--- config.mk ---
export PLATFORM = sky130hd
export DESIGN_NAME = ict_timing
export DESIGN_NICKNAME = d
export VERILOG_FILES = /design/src/hw/ict_pkg.sv /design/src/hw/ict_dec_if.sv /design/src/hw/ict_classify.sv /design/src/hw/ict_timing.sv
export VERILOG_INCLUDE_DIRS = /design/src /design/src/hw
export SDC_FILE = /design/constraint.sdc
export NUM_CORES = 1
export LEC_CHECK = 0
export ABC_AREA = 0
export BUFFER_PORTS_ARGS = -buffer_cell sky130_fd_sc_hd__buf_2
export CAP_MARGIN = 20
export CORE_MARGIN = 4
export CORE_UTILIZATION = 57
export CTS_BUF_LIST = sky130_fd_sc_hd__clkbuf_8
export DETAILED_ROUTE_END_ITERATION = 8
export GPL_ROUTABILITY_DRIVEN = 0
export GPL_TIMING_DRIVEN = 0
export HOLD_SLACK_MARGIN = 0.12
export PLACE_DENSITY = 0.79
export SLEW_MARGIN = 20
export SYNTH_ARGS = -nofsm -noshare
export SYNTH_HDL_FRONTEND = slang
export SYNTH_HIERARCHICAL = 1
export SYNTH_SLANG_ARGS = --single-unit
--- constraint.sdc ---
create_clock -name clk_sys -period 1.9 [get_ports clk_sys]
set_input_delay 0 -clock clk_sys [delete_from_list [all_inputs] [get_ports clk_sys]]
set_output_delay 0 -clock clk_sys [all_outputs]
set_load 0.05 [all_outputs]
--- src/hw/ict_consts.svh ---
// cycle figures and widths for the instruction cycle timing block
`ifndef ICT_CONSTS_SVH
`define ICT_CONSTS_SVH

// ==========================================================================
// cycle counts, zero wait states
`define ICT_CYC_ALU          5'h01
`define ICT_CYC_PC_WRITE     5'h02
`define ICT_CYC_MEM_BUS      5'h02
`define ICT_CYC_MEM_IO       5'h01
`define ICT_CYC_MULTI_BASE   5'h01
`define ICT_CYC_POP_PC_BASE  5'h03
`define ICT_CYC_BR_TAKEN     5'h02
`define ICT_CYC_BR_NOT       5'h01
`define ICT_CYC_BR_UNCOND    5'h02
`define ICT_CYC_CALL         5'h03
`define ICT_CYC_BR_REG       5'h02
`define ICT_CYC_HINT         5'h01
`define ICT_CYC_SLEEP_HINT   5'h02
`define ICT_CYC_SYSREG       5'h03
`define ICT_CYC_BARRIER      5'h03
`define ICT_CYC_TRAP         5'h01

// ==========================================================================
// widths
`define ICT_CYC_W            5
`define ICT_ELAPSED_W        8

`endif

--- src/hw/ict_pkg.sv ---
// types shared by the instruction cycle timing block
package ict_pkg;

   // ==========================================================================
   // instruction timing classes
   typedef enum logic [2:0] {
      ICT_CLS_FIXED  = 3'h0,
      ICT_CLS_MEM    = 3'h1,
      ICT_CLS_MULTI  = 3'h2,
      ICT_CLS_COND   = 3'h3,
      ICT_CLS_SLEEP  = 3'h4,
      ICT_CLS_UNDEF  = 3'h5
   } ict_class_t;

   // ==========================================================================
   // sequencer states
   typedef enum logic [1:0] {
      ICT_ST_IDLE  = 2'h0,
      ICT_ST_EXEC  = 2'h1,
      ICT_ST_SLEEP = 2'h2
   } ict_state_t;

endpackage : ict_pkg

--- src/hw/ict_dec_if.sv ---
// decode request and answer between sequencer and classifier
`timescale 1ns/1ps
interface ict_dec_if;
   import ict_pkg::*;
   logic [15:0]  hw1;
   logic [15:0]  hw2;
   ict_class_t   cls;
   logic [4:0]   fixed_cycles;
   logic [4:0]   list_count;

   modport core (output hw1, output hw2, input cls, input fixed_cycles, input list_count);
   modport dec  (input hw1, input hw2, output cls, output fixed_cycles, output list_count);
endinterface : ict_dec_if

--- src/hw/ict_classify.sv ---
// combinational instruction classifier: accepted subset and base cycles
`timescale 1ns/1ps
`include "ict_consts.svh"
module ict_classify
   import ict_pkg::*;
(
   ict_dec_if.dec dec_bus
);
   wire [15:0] h = dec_bus.hw1;
   wire [15:0] w = dec_bus.hw2;

   // ==========================================================================
   // 32-bit forms
   wire is_wide   = (h[15:13] == 3'h7) && (h[12:11] != 2'h0);
   wire m_call    = (h[15:11] == 5'h1e) && (w[15:14] == 2'h3) && w[12];
   wire m_barrier = (h == 16'hf3bf) && (w[15:8] == 8'h8f)
                    && (w[7:4] >= 4'h4) && (w[7:4] <= 4'h6);
   wire m_sysrd   = (h == 16'hf3ef) && (w[15:12] == 4'h8);
   wire m_syswr   = (h[15:4] == 12'hf38) && (w[15:12] == 4'h8);
   wire wide_ok   = m_call | m_barrier | m_sysrd | m_syswr;

   // ==========================================================================
   // 16-bit miscellaneous group
   wire m_misc    = (h[15:12] == 4'hb);
   wire m_hint    = (h[15:8] == 8'hbf) && (h[3:0] == 4'h0);
   wire m_sleep   = m_hint && ((h[7:4] == 4'h2) || (h[7:4] == 4'h3));
   wire m_push    = (h[15:9] == 7'h5a);
   wire m_pop     = (h[15:9] == 7'h5e);
   wire m_cps     = (h[15:5] == 11'h5b3);
   wire m_ext     = (h[15:8] == 8'hb2);
   wire m_rev     = (h[15:8] == 8'hba) && (h[7:6] != 2'h2);
   wire m_spadj   = (h[15:8] == 8'hb0);
   wire m_bkpt    = (h[15:8] == 8'hbe);
   // zero-compare branches and the conditional block fall outside this list
   wire misc_ok   = m_push | m_pop | m_cps | m_ext | m_rev | m_spadj | m_hint | m_bkpt;

   // ==========================================================================
   // remaining 16-bit groups
   wire m_udf     = (h[15:8] == 8'hde);
   wire m_svc     = (h[15:8] == 8'hdf);
   wire m_cond    = (h[15:12] == 4'hd) && (h[11:9] != 3'h7);
   wire m_uncond  = (h[15:11] == 5'h1c);
   wire m_multi   = (h[15:12] == 4'hc) | m_push | m_pop;
   wire m_bx      = (h[15:8] == 8'h47);
   wire m_pcwr    = (h[15:10] == 6'h11) && !h[8] && h[7] && (h[2:0] == 3'h7);
   wire m_mem     = (h[15:11] == 5'h09) | (h[15:12] == 4'h5)
                    | (h[15:13] == 3'h3) | (h[15:13] == 3'h4);
   wire m_undef   = is_wide ? !wide_ok : (m_udf | (m_misc && !misc_ok));

   // pc and lr count as list entries alongside the low registers
   wire [4:0] low_count = 5'($countones(h[7:0]));
   assign dec_bus.list_count = low_count
                               + {4'h0, (m_push | m_pop) & h[8]};

   // ==========================================================================
   // base cycle selection; ALU, shift, extend, reverse and multiply default to one
   assign dec_bus.fixed_cycles =
      is_wide                  ? (m_call ? `ICT_CYC_CALL :
                                  m_barrier ? `ICT_CYC_BARRIER :
                                  `ICT_CYC_SYSREG) :
      (m_pop && h[8])          ? `ICT_CYC_POP_PC_BASE :
      m_multi                  ? `ICT_CYC_MULTI_BASE :
      m_bx                     ? `ICT_CYC_BR_REG :
      m_pcwr                   ? `ICT_CYC_PC_WRITE :
      m_uncond                 ? `ICT_CYC_BR_UNCOND :
      m_sleep                  ? `ICT_CYC_SLEEP_HINT :
      (m_bkpt | m_svc)         ? `ICT_CYC_TRAP :
      m_hint                   ? `ICT_CYC_HINT :
      `ICT_CYC_ALU;

   assign dec_bus.cls =
      m_undef  ? ICT_CLS_UNDEF :
      is_wide  ? ICT_CLS_FIXED :
      m_mem    ? ICT_CLS_MEM :
      m_multi  ? ICT_CLS_MULTI :
      m_cond   ? ICT_CLS_COND :
      m_sleep  ? ICT_CLS_SLEEP :
      ICT_CLS_FIXED;

endmodule : ict_classify

--- src/hw/ict_timing.sv ---
// instruction cycle timing sequencer: takes one instruction, holds it for its cycle count
`timescale 1ns/1ps
`include "ict_consts.svh"

// What this block does
// - accept all compact 16-bit forms except zero-compare branches, conditional blocks and the permanently undefined (udf) form.
// - accept only call, three barriers and special-register read/write as 32-bit.
// - counts assume zero wait states; bus wait cycles lengthen the instruction.
// - moves, adds, subtracts, compares, logic and multiply take 1; pc writes 2.
// - all shifts and rotate take 1 cycle, immediate or register amount.
// - single loads and stores of any width and addressing take 2 or 1.
// - multiple transfers take 1+N; pop loading pc takes 3+N.
// - conditional branch 1 or 2, unconditional 2, call 3, register branch 2.
// - signed and unsigned byte and halfword extends take 1 cycle.
// - byte-reverse forms each take 1 cycle.
// - single access takes 2 to system bus or control space, 1 to I/O port.
// - list count includes link register or program counter when listed.
// - conditional branch takes 2 when taken, 1 when not taken.
// - event and yield hints 1; sleep hints 2, excluding time suspended.
module ict_timing
   import ict_pkg::*;
(
   input  wire logic                       clk_sys,
   input  wire logic                       reset_n,
   input  wire logic                       instr_valid,
   input  wire logic [15:0]                instr_hw1,
   input  wire logic [15:0]                instr_hw2,
   input  wire logic                       cond_pass,
   input  wire logic                       target_io,
   input  wire logic                       bus_wait,
   input  wire logic                       wake_event,
   output logic                            instr_ready,
   output logic                            retire,
   output logic                            undef_fault,
   output logic                            sleeping,
   output logic [`ICT_ELAPSED_W-1:0]       cycles_used
);

   // ==========================================================================
   // classifier
   ict_dec_if dec_bus ();

   assign dec_bus.hw1 = instr_hw1;
   assign dec_bus.hw2 = instr_hw2;

   ict_classify u_classify (
      .dec_bus (dec_bus.dec)
   );

   // ==========================================================================
   // state
   ict_state_t                state;
   ict_state_t                next_state;
   logic [`ICT_CYC_W-1:0]     remain;
   logic [`ICT_CYC_W-1:0]     next_remain;
   logic [`ICT_ELAPSED_W-1:0] elapsed;
   logic [`ICT_ELAPSED_W-1:0] next_elapsed;
   logic [`ICT_ELAPSED_W-1:0] next_cycles;
   logic                      sleep_cls;
   logic                      next_sleep_cls;
   logic                      next_retire;
   logic                      next_fault;

   // ==========================================================================
   // cycle total for the offered instruction
   wire       take      = instr_valid && instr_ready;
   wire       take_nw   = take && !bus_wait;
   wire [4:0] mem_cyc   = target_io ? `ICT_CYC_MEM_IO : `ICT_CYC_MEM_BUS;
   wire [4:0] cond_cyc  = cond_pass ? `ICT_CYC_BR_TAKEN : `ICT_CYC_BR_NOT;
   wire [4:0] multi_cyc = dec_bus.fixed_cycles + dec_bus.list_count;
   wire [4:0] total     = (dec_bus.cls == ICT_CLS_MEM)   ? mem_cyc :
                          (dec_bus.cls == ICT_CLS_COND)  ? cond_cyc :
                          (dec_bus.cls == ICT_CLS_MULTI) ? multi_cyc :
                          dec_bus.fixed_cycles;
   // a wait on the take cycle means that cycle does not count down
   wire [4:0] first_rem = bus_wait ? total : total - 5'h01;

   // ==========================================================================
   // next-state logic
   always_comb begin
      logic fin;
      fin            = 1'b0;
      next_state     = state;
      next_remain    = remain;
      next_elapsed   = elapsed;
      next_retire    = 1'b0;
      next_fault     = 1'b0;
      next_cycles    = cycles_used;
      next_sleep_cls = sleep_cls;
      unique case (state)
         ICT_ST_IDLE: begin
            if (take && dec_bus.cls == ICT_CLS_UNDEF) begin
               next_fault = 1'b1;
            end else if (take) begin
               next_sleep_cls = (dec_bus.cls == ICT_CLS_SLEEP);
               next_elapsed   = 8'h01;
               next_remain    = first_rem;
               if (first_rem == 5'h00) begin
                  fin = 1'b1;
               end else begin
                  next_state = ICT_ST_EXEC;
               end
            end
         end
         ICT_ST_EXEC: begin
            next_elapsed = elapsed + 8'h01;
            if (!bus_wait) begin
               next_remain = remain - 5'h01;
               fin         = (remain == 5'h01);
            end
         end
         ICT_ST_SLEEP: begin
            // suspended time is never added to the count
            if (wake_event) begin
               next_state  = ICT_ST_IDLE;
               next_retire = 1'b1;
            end
         end
         default: begin
            next_state = ICT_ST_IDLE;
         end
      endcase
      if (fin) begin
         next_cycles = next_elapsed;
         next_state  = next_sleep_cls ? ICT_ST_SLEEP : ICT_ST_IDLE;
         next_retire = !next_sleep_cls;
      end
   end

   // ==========================================================================
   // registers
   always_ff @(posedge clk_sys or negedge reset_n) begin
      if (!reset_n) begin
         state       <= ICT_ST_IDLE;
         remain      <= 5'h00;
         elapsed     <= 8'h00;
         sleep_cls   <= 1'b0;
         instr_ready <= 1'b1;
         retire      <= 1'b0;
         undef_fault <= 1'b0;
         sleeping    <= 1'b0;
         cycles_used <= 8'h00;
      end else begin
         state       <= next_state;
         remain      <= next_remain;
         elapsed     <= next_elapsed;
         sleep_cls   <= next_sleep_cls;
         instr_ready <= (next_state == ICT_ST_IDLE);
         retire      <= next_retire;
         undef_fault <= next_fault;
         sleeping    <= (next_state == ICT_ST_SLEEP);
         cycles_used <= next_cycles;
      end
   end
endmodule : ict_timing

==> impl_metrics.yaml <==
power_and_ir_drop:
  comb_power_share: 0.621
  p_clk_frac: 0.090
  intPower_w: 0.00185
  irDropWorstVdd_mv: 0.875
  p_seq_frac: 0.288
  sw_frac_of_total: 0.462
  power_density_nw_per_um2: 1020
  p_leak_nw: 1.57
  p_sw_w: 0.00160
yosys:
  syn_inst: 280
  syn_area_per_cell_um2: 8.92
  synth_area_um2: 2500
  yosysTopAreaCellShare: 0.270
  synth_most_common_cell: "dfrtp_1"
  yosys.area.top_type: "dfrtp_1"
  synth_edf_count: 0
  synthTopCellsByArea: "dfrtp_1 (27%), ha_1 (6.5%), o21ai_0 (5.2%)"
  synthTopCellsByCount: "dfrtp_1 (27), o21ai_0 (26), inv_1 (24)"
  synth_ff_type: "dfrtp_1"
  async_flop_share: 1.00
  seq_area_frac_synth: 0.281
  ys_ff_latch: 28
  synth_cell_type_count: 66
  ys.warnings.count: 6
routing:
  antenna_left: 0
  avgRoutedWirePerCell_um: 16.0
  vias: 2418
  drt-pass1-iter-count: 4
  via_per_inst: 5.85
  drc: 0
  drt_iter0_drc: 160
  routed_wl_um: 6600
global_routing:
  grt_pass1_vias: 2092
  grt_pass1_wl_um: 9590
  grt_overflow: 0
  grt_max_degree: 29
  globalRouteTotalUtil: 0.218
  antenna_found_initial: 0
worst_setup_path:
  critPathMaxFanout: 8
  endpoint_kind: "flop"
  reg2reg_from: "state[1]$_DFF_PN0_"
  cp_slowest_cell: "fa_1"
  critPathRequiredTime_ns: 2.06
  slowest_delay_ns: 0.54
  start_kind: "input pin"
  cp_cell_sequence: "buf_4 -> and3b_1 -> nand2_2 -> nor3b_2 -> nand2_1 -> fa_1 -> fa_1 -> inv_2 -> fa_2 -> inv_2 -> fa_1 -> inv_1 -> inv_1 -> fa_2 -> inv_2 -> o21ai_2 -> a211o_1 -> ha_4 -> or3_1 -> a211o_1 -> a21o_1 -> o31ai_4 -> buf_6 -> mux2_4"
  crit_buf_inv: 7
  r2r_cells: 6
  crit_type: "in2reg"
  crit_start: "instr_hw1[13]"
  crit_family: "adder cells"
  cp.arrival_ns: 5.27
  cp.depth: 24
floorplan:
  die_h_um: 74.2
  start_util: 0.607
  core_um2: 4120
  die_w_um: 74.2
  pin_count: 51
  fp-row-count: 23
  die-area_um2: 5510
status:
  outcome: "complete, but fails checks"
  failed_checks: "negative setup slack"
cts:
  cts_buffers: 3
  cts_tree: "yes"
  clock-root-buffer: "clkbuf_8"
  clk_path_buf_depth: 2
  clock_sinks: 28
  clk_latency_ns: 0.27
  cts.htree.levels: 1
  cts.clk_slew.worst_paths_ns: 0.09
timing:
  max_freq_ghz: 0.196
  final.period_utilization: 2.69
  finClkSkew_ns: 0.00788
  finalMaxSlewViolations: 0
  slew_headroom: 0.596
  setup_viol: 28
  layout_setup_ws_ns: -3.21
  period_needed_ns: 5.11
  worst_pin_slew_ns: 0.605
  whs_ns: 0.185
  hold_violations: 0
  rsz0062_at_grt: "yes"
min_path:
  hold_start: "bus_wait"
  hp-class: "in2reg"
  whs_path_depth: 3
layout:
  multi_input_area_um2: 1810
  n_fill_cell: 268
  area_delta_synth_final_pct: 35.4
  diodes: 0
  finalInstanceArea_um2: 3380
  fin_nets: 422
  seq_area_um2: 702
  drive_gt1_frac: 0.391
place:
  place_area_um2: 2830
  port_buffers: 43
  dp_hpwl_um: 4360
flow_run:
  max_cap_viol_count: 0
-- sequential cells by signal (all words and copies together), names as in the netlist --
signal and cells:
elapsed 8, undef_fault 1, sleeping 1, state 2
remain 5, cycles_used 8, sleep_cls 1, retire 1
instr_ready 1
-- path summary, 6_finish.rpt --
path,slack [ns],end
max,-3.21,cycles_used[2]$_DFFE_PN0P_
min,0.18,remain[0]$_DFFE_PN0P_
max reg2reg,-0.21,cycles_used[2]$_DFFE_PN0P_
min reg2reg,0.51,elapsed[7]$_DFF_PN0_
max in group asynchronous,1.23,elapsed[0]$_DFF_PN0_
min in group asynchronous,0.26,remain[3]$_DFFE_PN0P_
-- per-layer routing --
layer	vias to the layer above	track usage	share of wire
met1	1169	0.297	0.45
met5	-	0	0
met4	0	0.0178	0.0020
li1	1179	-	-
met2	68	0.386	0.50
met3	2	0.0297	0.043
-- layout by cell type (no fill, tap or decap), drive strengths merged, types with 3 or more instances in the layout --
cell type | netlist | final
buf | 10 | 84
nor4 | 4 | 4
fa | 6 | 6
dfrtp | 27 | 27
nor3b | 3 | 3
inv | 24 | 25
nand4 | 6 | 6
nand2b | 8 | 8
dlygate4sd3 | 0 | 3
mux2 | 8 | 8
nor3 | 6 | 6
a22o | 3 | 3
xnor2 | 4 | 4
nor2 | 18 | 18
conb | 1 | 4
ha | 13 | 13
o21ai | 26 | 26
a311oi | 3 | 3
nand2 | 14 | 14
a211o | 3 | 3
a31oi | 8 | 8
and3 | 3 | 3
nand3 | 8 | 8
a21oi | 11 | 11
a21o | 4 | 4
o31ai | 5 | 5
clkbuf | 5 | 7
nor2b | 7 | 7
-- worst min-delay path: cells and delay by family --
family                 cells  cell delay, ns
buffers and inverters      1            0.20
XOR/XNOR                   1            0.16
AO/OA/AOI/OAI              1            0.06
-- what timing repair did --
action | in CTS | in global routing
pin swaps | 6 | 12
cloned | 0 | 0
hold buffers | 3 | 0
buffers inserted | 10 | 20
endpoints found under the hold margin | 30 | 0
endpoints found under the setup margin | 25 | 25
resized for setup | 25 | 41
-- stage by stage --
stage	TNS [ns]	total power, W	instances	util	setup slack (ns)
after global placement	-60.20	0.00264	376	0.688	-3.60
after floorplan	-51.00	0.00229	283	-	-3.23
after detailed placement	-61.64	0.00270	376	0.688	-3.64
final	-58.80	0.00345	413	0.822	-3.21
after CTS	-51.74	0.00317	393	0.747	-3.12
after global routing	-64.40	0.00368	413	0.822	-3.44
-- cells by family after synthesis --
kind of cell / Yosys count / synth area share
DFF: 28 / 0.281
muxes: 9 / 0.0476
and+or+nand+nor: 95 / 0.224
buffers and inverters: 39 / 0.0801
xor gates and xnor gates: 6 / 0.0210
other: 1 / 0.00150
adders and majority gates: 19 / 0.113
AOI/OAI and AO/OA: 83 / 0.231
-- power groups by stage --
stage / clock, W / sequential (W) / combinational, W
floorplan: 0 / 0.00125 / 0.00105
global placement: 0 / 0.000966 / 0.00167
detailed placement: 0 / 0.000979 / 0.00173
CTS: 0.000323 / 0.000968 / 0.00188
global route: 0.000336 / 0.00102 / 0.00232
finish: 0.000312 / 0.000994 / 0.00214
-- final cells by class --
type,count,area share
plain buffers,15,0.0355
repair buffers,76,0.164
multi-input cells,216,0.535
well taps,50,0.0185
clock inverters,1,0.00111
inverters,24,0.0266
flip-flops and latches,28,0.208
clock buffers,3,0.0122
Note: power is estimated with default switching activity, not from simulation.
